## src/design/jmip_defines.vh

```
/*
 * Constants for the link format and lane alignment parameter block:
 * register offsets, field positions, reset values and fixed ILAS values.
 * Assumes inclusion by bare name from design files under design/.
 */
`ifndef JMIP_DEFINES_VH
`define JMIP_DEFINES_VH

////////////////////////////////////////////////////////////////////////////////
// Register byte offsets
`define JMIP_ADDR_FORMAT 12'h000
`define JMIP_ADDR_KM1 12'h004
`define JMIP_ADDR_DID 12'h008
`define JMIP_ADDR_CTRL 12'h00c
`define JMIP_ADDR_STATUS 12'h010
`define JMIP_ADDR_ILAS_SEL 12'h014
`define JMIP_ADDR_ILAS_DATA 12'h018

////////////////////////////////////////////////////////////////////////////////
// Field positions
`define JMIP_CTRL_LINK_EN 0
`define JMIP_CTRL_SCR_EN 1
`define JMIP_ST_LANES_LSB 0
`define JMIP_ST_SPF_LSB 8
`define JMIP_ST_RQ2_LSB 16
`define JMIP_ST_SINGLE 24
`define JMIP_ST_LINK_EN 25

////////////////////////////////////////////////////////////////////////////////
// Reset values
`define JMIP_RST_FORMAT 5'h04
`define JMIP_RST_KM1 5'h1f
`define JMIP_RST_DID 8'h00
`define JMIP_RST_SCR 1'b0

////////////////////////////////////////////////////////////////////////////////
// Format codes and multiframe length limits
`define JMIP_FMT_S4 5'h04
`define JMIP_FMT_S8 5'h05
`define JMIP_FMT_D4 5'h06
`define JMIP_FMT_D8 5'h07
`define JMIP_FMT_S16 5'h11
`define JMIP_FMT_D16 5'h12
`define JMIP_KM1_MIN 5'h11
`define JMIP_KM1_MAX 5'h1f

////////////////////////////////////////////////////////////////////////////////
// Fixed alignment parameter values, alignment octet count and lanes per link
`define JMIP_ZERO_FIELD 8'h00
`define JMIP_JESDV 3'h1
`define JMIP_SUBCLASSV 3'h1
`define JMIP_N_M1 5'h07
`define JMIP_NP_M1 5'h07
`define JMIP_F_M1 8'h00
`define JMIP_M_M1 8'h00
`define JMIP_ILAS_OCTETS 4'he
`define JMIP_LANES_PER_LINK 8

`endif

```

## src/design/jmip_ilas_octet.v

```verilog
/*
 * Builds one octet of the lane alignment parameter set for one lane.
 * Assumes the caller supplies stable parameters and registers the result.
 */
`timescale 1ns/1ns
`default_nettype none
`include "jmip_defines.vh"

module jmip_ilas_octet (
   input wire [7:0] did_in, // Effective device id of the lane's link
   input wire [2:0] lid_in, // Lane id within the link
   input wire scr_in, // Scrambler enable
   input wire [4:0] l_m1_in, // Lanes per link minus one
   input wire [4:0] k_m1_in, // Frames per multiframe minus one
   input wire [4:0] s_m1_in, // Samples per frame minus one
   input wire [3:0] idx_in, // Octet index 0..13
   output reg [7:0] octet_out // Selected octet
);

   wire [7:0] sum;

   // Sum of field values as encoded, constant fields add zero, one or seven
   assign sum = did_in + {5'h00, lid_in} + {7'h00, scr_in} + {3'h0, l_m1_in}
      + `JMIP_F_M1 + {3'h0, k_m1_in} + `JMIP_M_M1 + {3'h0, `JMIP_N_M1}
      + {5'h00, `JMIP_SUBCLASSV} + {3'h0, `JMIP_NP_M1} + {5'h00, `JMIP_JESDV}
      + {3'h0, s_m1_in};

   always @* begin
      case (idx_in)
         4'h0: octet_out = did_in;
         4'h1: octet_out = `JMIP_ZERO_FIELD;
         4'h2: octet_out = {5'h00, lid_in};
         4'h3: octet_out = {scr_in, 2'h0, l_m1_in};
         4'h4: octet_out = `JMIP_F_M1;
         4'h5: octet_out = {3'h0, k_m1_in};
         4'h6: octet_out = `JMIP_M_M1;
         4'h7: octet_out = {3'h0, `JMIP_N_M1};
         4'h8: octet_out = {`JMIP_SUBCLASSV, `JMIP_NP_M1};
         4'h9: octet_out = {`JMIP_JESDV, s_m1_in};
         4'hd: octet_out = sum;
         default: octet_out = `JMIP_ZERO_FIELD;
      endcase
   end

endmodule // jmip_ilas_octet
`default_nettype wire

```

## src/design/jmip_link_cfg.v

```verilog
/*
 * Link format and lane alignment parameter block of a dual-link serial
 * transmitter: APB registers, format decode, lane map, ILAS octet port.
 * Assumes APB master on clk_in; the link layer reads ILAS octets per lane.
 */
// The APB slave port and the register addresses were chosen for this implementation.
// Contract
// - Fixed ILAS fields: adjust, bank, CF, HD, reserved zero; revision, subclass one.
// - Control bits per sample reported as zero.
// - Checksum is sum of other fields modulo 256.
// - Scrambler enable comes from writable link control register.
// - Link A uses programmed device id, link B uses it plus one.
// - Lane id equals lane index 0..7 within each link.
// - Frames per multiframe 18 to 32 in steps of 2.
// - Only listed formats; codes 0-3 and 8-16 reserved.
// - Format 4: single channel, 2 lanes, S=2, R=5.
// - Format 5: single channel, 4 lanes, S=4, R=2.5.
// - Format 6: dual channel, 2 lanes, S=2, R=5.
// - Format 7: dual channel, 4 lanes, S=4, R=2.5.
// - Format 17: single channel, 8 lanes, S=8, R=1.25.
// - Format 18: dual channel, 8 lanes, S=8, R=1.25.
// - Sixteen lanes form two links of eight, A and B.
// - Only lowest lanes of each link driven; the rest powered down.
// - Bits per lane per clock sets serializer PLL multiplier.
`timescale 1ns/1ns
`default_nettype none
`include "jmip_defines.vh"

module jmip_link_cfg (
   input wire clk_in, // Device clock, 250 MHz
   input wire reset_n_in, // Asynchronous reset, active low
   input wire psel_in, // APB select
   input wire penable_in, // APB enable
   input wire pwrite_in, // APB direction, high for write
   input wire [11:0] paddr_in, // APB byte address
   input wire [31:0] pwdata_in, // APB write data
   input wire [3:0] pstrb_in, // APB byte strobes
   output wire pready_out, // APB ready, always high
   output reg [31:0] prdata_out, // APB read data
   output reg pslverr_out, // APB error
   input wire [3:0] ilas_lane_in, // Lane 0..15, bit 3 picks link B
   input wire [3:0] ilas_idx_in, // ILAS octet index 0..13
   output reg [7:0] ilas_octet_out, // ILAS octet, one cycle later
   output reg link_enable_out, // Link enable from control register
   output reg scrambler_en_out, // Scrambler enable
   output reg single_channel_out, // High for interleaved single channel
   output reg [3:0] lanes_per_link_out, // Lanes used per link
   output reg [3:0] samples_per_frame_out, // Samples per frame
   output reg [5:0] frames_per_mf_out, // Frames per multiframe
   output reg [7:0] did_a_out, // Device id on link A
   output reg [7:0] did_b_out, // Device id on link B
   output reg [4:0] serdes_mult_q2_out, // Bits per lane per clock, times 4
   output reg [15:0] lane_power_down_out // Per lane power down, bit 8+ link B
);

   ////////////////////////////////////////////////////////////////////////////
   // Decode helpers

   function fmt_valid;
      input [4:0] f;
      begin
         case (f)
            `JMIP_FMT_S4, `JMIP_FMT_S8, `JMIP_FMT_D4, `JMIP_FMT_D8,
            `JMIP_FMT_S16, `JMIP_FMT_D16: fmt_valid = 1'b1;
            default: fmt_valid = 1'b0;
         endcase
      end
   endfunction

   // Lanes per link, minus one, for a valid format
   function [4:0] fmt_l_m1;
      input [4:0] f;
      begin
         case (f)
            `JMIP_FMT_S4, `JMIP_FMT_D4: fmt_l_m1 = 5'h01;
            `JMIP_FMT_S8, `JMIP_FMT_D8: fmt_l_m1 = 5'h03;
            `JMIP_FMT_S16, `JMIP_FMT_D16: fmt_l_m1 = 5'h07;
            default: fmt_l_m1 = 5'h01;
         endcase
      end
   endfunction

   // Count back to minus-one form; zero while the outputs still sit in reset
   function [4:0] count_m1;
      input [3:0] n;
      begin
         count_m1 = (n == 4'h0) ? 5'h00 : {1'b0, n - 4'h1};
      end
   endfunction

   // Link B carries the programmed id plus one, wrapping at 256
   function [7:0] link_did;
      input [7:0] d;
      input link_b;
      begin
         link_did = link_b ? d + 8'h01 : d;
      end
   endfunction

   ////////////////////////////////////////////////////////////////////////////
   // Registers

   reg [4:0] format_reg;
   reg [4:0] km1_reg;
   reg [7:0] did_reg;
   reg scr_reg;
   reg link_en_reg;
   reg [3:0] sel_lane_reg;
   reg [3:0] sel_idx_reg;

   wire access;
   wire wr;
   wire rd;
   wire mapped;
   wire locked;
   wire cfg_addr;
   wire bad_value;
   wire [7:0] sw_octet;
   wire [7:0] port_octet;
   wire [4:0] l_m1;
   wire [4:0] s_m1;
   reg [31:0] status;
   reg [31:0] rd_word;

   assign access = psel_in & penable_in;
   assign wr = access & pwrite_in;
   // Read data captured at the end of setup, so it leaves a flip-flop
   assign rd = psel_in & ~penable_in & ~pwrite_in;
   assign pready_out = 1'b1;

   assign mapped = (paddr_in == `JMIP_ADDR_FORMAT) | (paddr_in == `JMIP_ADDR_KM1)
      | (paddr_in == `JMIP_ADDR_DID) | (paddr_in == `JMIP_ADDR_CTRL)
      | (paddr_in == `JMIP_ADDR_STATUS) | (paddr_in == `JMIP_ADDR_ILAS_SEL)
      | (paddr_in == `JMIP_ADDR_ILAS_DATA);

   // Link parameters must not move under a running link
   assign cfg_addr = (paddr_in == `JMIP_ADDR_FORMAT) | (paddr_in == `JMIP_ADDR_KM1)
      | (paddr_in == `JMIP_ADDR_DID);
   assign locked = link_en_reg & cfg_addr;

   // Reserved formats and odd or out of range frame counts are refused
   assign bad_value = ((paddr_in == `JMIP_ADDR_FORMAT) & ~fmt_valid(pwdata_in[4:0]))
      | ((paddr_in == `JMIP_ADDR_KM1) & (~pwdata_in[0]
      | (pwdata_in[4:0] < `JMIP_KM1_MIN)));

   always @(posedge clk_in or negedge reset_n_in) begin
      if (!reset_n_in) begin
         format_reg <= `JMIP_RST_FORMAT;
         km1_reg <= `JMIP_RST_KM1;
         did_reg <= `JMIP_RST_DID;
         scr_reg <= `JMIP_RST_SCR;
         link_en_reg <= 1'b0;
         sel_lane_reg <= 4'h0;
         sel_idx_reg <= 4'h0;
      end else if (wr & pstrb_in[0] & ~locked & ~bad_value) begin
         case (paddr_in)
            `JMIP_ADDR_FORMAT: format_reg <= pwdata_in[4:0];
            `JMIP_ADDR_KM1: km1_reg <= pwdata_in[4:0];
            `JMIP_ADDR_DID: did_reg <= pwdata_in[7:0];
            `JMIP_ADDR_CTRL: begin
               link_en_reg <= pwdata_in[`JMIP_CTRL_LINK_EN];
               scr_reg <= pwdata_in[`JMIP_CTRL_SCR_EN];
            end
            `JMIP_ADDR_ILAS_SEL: begin
               sel_lane_reg <= pwdata_in[3:0];
               sel_idx_reg <= pwdata_in[11:8];
            end
            default: ;
         endcase
      end
   end

   ////////////////////////////////////////////////////////////////////////////
   // Format decode

   assign l_m1 = fmt_l_m1(format_reg);
   // One octet per frame, so samples per frame equals lanes per link
   assign s_m1 = l_m1;

   always @(posedge clk_in or negedge reset_n_in) begin
      if (!reset_n_in) begin
         link_enable_out <= 1'b0;
         scrambler_en_out <= 1'b0;
         single_channel_out <= 1'b0;
         lanes_per_link_out <= 4'h0;
         samples_per_frame_out <= 4'h0;
         frames_per_mf_out <= 6'h00;
         did_a_out <= 8'h00;
         did_b_out <= 8'h00;
         serdes_mult_q2_out <= 5'h00;
         lane_power_down_out <= 16'hffff;
      end else begin
         link_enable_out <= link_en_reg;
         scrambler_en_out <= scr_reg;
         single_channel_out <= (format_reg == `JMIP_FMT_S4)
            | (format_reg == `JMIP_FMT_S8) | (format_reg == `JMIP_FMT_S16);
         lanes_per_link_out <= l_m1[3:0] + 4'h1;
         samples_per_frame_out <= s_m1[3:0] + 4'h1;
         frames_per_mf_out <= {1'b0, km1_reg} + 6'h01;
         did_a_out <= did_reg;
         did_b_out <= link_did(did_reg, 1'b1);
         case (l_m1)
            5'h01: serdes_mult_q2_out <= 5'h14;
            5'h03: serdes_mult_q2_out <= 5'h0a;
            default: serdes_mult_q2_out <= 5'h05;
         endcase
         // Each link powers down lanes above its used count
         lane_power_down_out <= {~lane_mask(l_m1), ~lane_mask(l_m1)};
      end
   end

   function [7:0] lane_mask;
      input [4:0] lm1;
      integer i;
      begin
         lane_mask = 8'h00;
         for (i = 0; i < `JMIP_LANES_PER_LINK; i = i + 1)
            lane_mask[i] = (i <= lm1);
      end
   endfunction

   ////////////////////////////////////////////////////////////////////////////
   // Alignment octets: link port and software view share one builder each

   jmip_ilas_octet u_port_octet (
      .did_in(ilas_lane_in[3] ? did_b_out : did_a_out),
      .lid_in(ilas_lane_in[2:0]),
      .scr_in(scrambler_en_out),
      .l_m1_in(count_m1(lanes_per_link_out)),
      .k_m1_in(km1_reg),
      .s_m1_in(count_m1(samples_per_frame_out)),
      .idx_in(ilas_idx_in),
      .octet_out(port_octet)
   );

   jmip_ilas_octet u_sw_octet (
      .did_in(link_did(did_reg, sel_lane_reg[3])),
      .lid_in(sel_lane_reg[2:0]),
      .scr_in(scr_reg),
      .l_m1_in(l_m1),
      .k_m1_in(km1_reg),
      .s_m1_in(s_m1),
      .idx_in(sel_idx_reg),
      .octet_out(sw_octet)
   );

   // Indices past the end read as zero, so an overlong request is harmless
   always @(posedge clk_in or negedge reset_n_in) begin
      if (!reset_n_in)
         ilas_octet_out <= 8'h00;
      else if (ilas_idx_in < `JMIP_ILAS_OCTETS)
         ilas_octet_out <= port_octet;
      else
         ilas_octet_out <= 8'h00;
   end

   ////////////////////////////////////////////////////////////////////////////
   // Read path and errors, zero wait states

   always @* begin
      status = 32'h00000000;
      status[`JMIP_ST_LANES_LSB +: 4] = lanes_per_link_out;
      status[`JMIP_ST_SPF_LSB +: 4] = samples_per_frame_out;
      status[`JMIP_ST_RQ2_LSB +: 5] = serdes_mult_q2_out;
      status[`JMIP_ST_SINGLE] = single_channel_out;
      status[`JMIP_ST_LINK_EN] = link_enable_out;
   end

   always @* begin
      rd_word = 32'h00000000;
      case (paddr_in)
         `JMIP_ADDR_FORMAT: rd_word = {27'h0000000, format_reg};
         `JMIP_ADDR_KM1: rd_word = {27'h0000000, km1_reg};
         `JMIP_ADDR_DID: rd_word = {24'h000000, did_reg};
         `JMIP_ADDR_CTRL: rd_word = {30'h00000000, scr_reg, link_en_reg};
         `JMIP_ADDR_STATUS: rd_word = status;
         `JMIP_ADDR_ILAS_SEL: rd_word = {20'h00000, sel_idx_reg, 4'h0, sel_lane_reg};
         `JMIP_ADDR_ILAS_DATA: rd_word = {24'h000000,
            (sel_idx_reg < `JMIP_ILAS_OCTETS) ? sw_octet : 8'h00};
         default: rd_word = 32'h00000000;
      endcase
   end

   // Valid through the access cycle only, zero at all other times
   always @(posedge clk_in or negedge reset_n_in) begin
      if (!reset_n_in)
         prdata_out <= 32'h00000000;
      else if (rd)
         prdata_out <= rd_word;
      else
         prdata_out <= 32'h00000000;
   end

   // A refused write changes nothing and raises the one error bit; an otherwise legal write with pstrb_in[0] low is dropped with no error
   always @* begin
      pslverr_out = 1'b0;
      if (access) begin
         if (!mapped)
            pslverr_out = 1'b1;
         else if (pwrite_in & (locked | bad_value
            | (paddr_in == `JMIP_ADDR_STATUS) | (paddr_in == `JMIP_ADDR_ILAS_DATA)))
            pslverr_out = 1'b1;
      end
   end

endmodule // jmip_link_cfg
`default_nettype wire

```

## config.mk

```make
export PLATFORM = sky130hd
export DESIGN_NAME = jmip_link_cfg
export DESIGN_NICKNAME = d
export VERILOG_FILES = /design/src/design/jmip_ilas_octet.v /design/src/design/jmip_link_cfg.v
export VERILOG_INCLUDE_DIRS = /design/src /design/src/design
export SDC_FILE = /design/constraint.sdc
export NUM_CORES = 1
export LEC_CHECK = 0
export CAP_MARGIN = 20
export CORE_MARGIN = 1.5
export CORE_UTILIZATION = 64
export DETAILED_ROUTE_END_ITERATION = 8
export DONT_BUFFER_PORTS = 1
export PLACE_DENSITY = 0.84
export SLEW_MARGIN = 20
export SYNTH_ARGS = -nofsm -noshare
export SYNTH_HDL_FRONTEND = slang
export SYNTH_SLANG_ARGS = --single-unit
```

## constraint.sdc

```tcl
create_clock -name clk_in -period 4.9 [get_ports clk_in]
set_input_delay 0.245 -clock clk_in [delete_from_list [all_inputs] [get_ports clk_in]]
set_output_delay 0.245 -clock clk_in [all_outputs]
set_load 0.005 [all_outputs]
```

==> impl_results.md <==
- Synthesis-stage register bit count: just under 90
- First-pass DRT Iterations: 5
- Residual DRC: 0
- Cell taking the most area after synthesis: dfrtp_1
- Hold_ws: around 0.011 ns
- Clock power frac: about two fifths
- GPL Wtd Cong: around 0.97
- Setup TNS: 0 ns
- Starting Density: between 60 and 70%
- Crit Path Max Fanout: 5
- Overflow after GRT: 0
- Max-slew headroom: 38.85%
- CP startpoint kind: flip-flop
- Largest net degree at the start of global routing: around 90
- Routed vias: around 4100
- Num rows: 33
- Commonest non-fill, non-tap cell in the layout: dfrtp_1
- Area Overhead vs Synth: 2.728%
- Critical R2R Capture: prdata_out[6]
- Hold Startpoint: ilas_idx_in[0]
- GRT Util Overall: 29.70%
- Clock Tree Buf Depth: 2
- Synthesis Warnings: 0
- Reg2Reg Launch Point: format_reg[2]
- Width of the die: between 90 and 100 microns
- Synth Flop Type: dfrtp_1
- Hold depth: 2
- Worst Hold Class: primary input to flip-flop
- Unrepaired setup endpoints after global routing: no
- Leak pwr: about 0.0026 uW
- Num CTS Buffers: 9
- VDD IR max: between 100 and 150 uV
- Avg Cell Area, Syn: 10.16 sq um
- Asr flop ratio synth: 100.0%
- Syn Std Cell Area: approximately 5500 sq um
- Multi-input gate area: approximately 2900 sq um
- Power per cell area: 231.0 nW/um^2
- Most flops, register: prdata_out
- Post-synthesis compound-gate area fraction: between 10% and 20%
- CP arrival: 4.39 ns
- Worst slew pin tran: 0.9153 ns
- # Max-Cap Violations: 0
- Status: finished, final reports clean
- Yosys top cell area share: 35.46%
- Sequential share of power: between 50% and 60%
- Fin. max-slew vios: 0
- Antenna cell count: 0
- Height of the die: about 96 microns
- Reg2reg setup slack: between 0.7 and 0.8 ns
- Fill cell instance count of the final layout: ~640
- Die Area: slightly above 9000 sq um
- P_sw: between 300 and 400 uW
- Sw Ratio: 26.55%
- Critical path class: flip-flop to flip-flop
- Max Freq: approximately 240 MHz
- Largest register FFs: 18
- R2r worst-path depth: 13
- Dpl hpwl: 9368 microns
- Routed WL per cell: 20.98 microns
- CTS tree: done
- Crit path from: format_reg[2]
- Mux contribution to synthesized area: roughly a tenth
- Number of library cell types mapped by synthesis: 68
- Worst skew pair latency: approximately 0.38 ns
- Min Tclk post-route: 4.111 ns
- Initial antenna violation count: 0
- Clock slew at reported path FFs: approximately 0.10 ns
- Root Buffer Master: clkbuf_8
- Setup Skew: 0.01486 ns
- Cells after Synth: approximately 540
- Hold Fails Final Rpt: 0
- Post-synth EDFFs: 0
- Int Pwr: 959.4 uW
- Clock sink count: around 90
- Sequential fraction of the synthesis area: between 40% and 50%
- Xor and xnor area share after synthesis: 3.978%
- DR vias/cell: approximately 6.5
- Core region area: 8258 sq um
- Gate power share: 5.6%
- Final period util: a little over four fifths
- Post-synthesis adder-cell area fraction: between 10% and 20%
- Initial DRC count: about 270
- Drt total wl: approximately 13000 microns
- Depth of the CTS H-tree: 3
- PortBufs: 0
- Crit. End Element: flip-flop
- Setup violators final: 0
- Fin nets: 620
- Hold Path Sink: ilas_octet_out[5]
- # IOs: 157
- Final antenna-violating net count: 0
- Most frequent cells in the layout: dfrtp_1, nor2_1, nand2_1
- Synth Area in Simple Gates: about 15%
- Vias in the first global route: slightly below 4000
- Total placed instance area: roughly 5300 sq um
- Ratio of cells with drive above 1 in the final layout: roughly 15%
- Main area contributors after synthesis: dfrtp_1, ha_1, mux2_2, fa_1, buf_4
- Storage element area: 2215 sq um
- Finished Cell Area: ~5700 sq um
- First-pass GRT wire length: slightly above 20000 microns
- Main combinational cell family by area after synthesis: simple AND/OR/NAND/NOR gates
- CP required: just over 5 ns
final cells by class:
| type | count | area share [%] |
|---|---|---|
| multi-input cells | 380 | 50.87 |
| flip-flops and latches | 88 | 39.17 |
| well taps | 105 | 2.324 |
| repair buffers | 11 | 2.213 |
| clock buffers | 9 | 2.191 |
| inverters | 30 | 1.992 |
| clock inverters | 7 | 1.239 |
power groups by stage:
stage,Combinational (uW),Sequential [uW],Clock (uW)
floorplan,60.4,747,0
global placement,44.3,747,0
detailed placement,47.5,747,0
CTS,68.9,733,500
global route,82.0,735,539
finish,73.0,733,500
worst max-delay path: stages (launching register included):
cell and delay, ns:
dfstp_2 0.57, nand2b_1 0.08, nor3b_1 0.42, nor2_1 0.14, fa_1 0.48, fa_1 0.60
inv_1 0.06, ha_1 0.30, a211oi_1 0.25, nor2_1 0.10, or4b_2 0.61, a31oi_1 0.18
o21ai_0 0.09, a21oi_1 0.14
through the flow:
step                power [uW]  setup WS (ns)  util [%]  instances
floorplan                807.0          1.105         -        557
global placement         791.5         0.8628     64.70        604
detailed placement       795.0         0.7676     64.70        604
CTS                       1303         0.7348     67.98        626
global route              1356         0.4698     68.47        630
finish                    1306         0.7886     68.47        630
how the worst max path moves through the flow:
stage                          endpoint  slack (ns)  cells after the start
final                     prdata_out[6]        0.79                     13
after global routing      prdata_out[6]        0.47                     13
after CTS                 prdata_out[6]        0.73                     13
after detailed placement  prdata_out[6]        0.77                     13
after global placement    prdata_out[6]        0.86                     13
after floorplan           prdata_out[6]        1.10                     13
synth_stat cells, drive strengths merged (4+ instances only):
cell type and n:
a211oi 4, nor3 12, o31ai 4, mux2i 10, or3 4, nand4 5
ha 25, o21ai 17, and3 8, mux2 34, clkbuf 22, or2 4
a21oi 30, nor4 4, xor2 13, a31oi 4, nand3 14, buf 37
fa 14, inv 30, nand3b 6, nor2b 4, nand2 38, nand2b 7
nor2 39, dfrtp 78, dfstp 10, xnor2 12
cells by family after synthesis:
group / count (synthesis)
other cells: 2
mux: 45
buf+inv: 89
simple gates: 158
xor+xnor: 25
compound gates: 96
flops: 88
fa+ha+maj: 39
metal layers:
metal | vias up | global-route usage [%] | wire [microns]
li1 | 1804 | - | -
met1 | 2016 | 37.87 | 5091
met2 | 253 | 48.77 | 6547
met3 | 51 | 6.793 | 1157
met4 | 0 | 12.13 | 425
met5 | - | 0 | 0
what timing repair did:
item,CTS,global route
gates resized for setup,0,0
buffers inserted,0,0
hold buffers,6,4
hold endpoints to repair,95,9
Power figures use the tool's default switching activity.
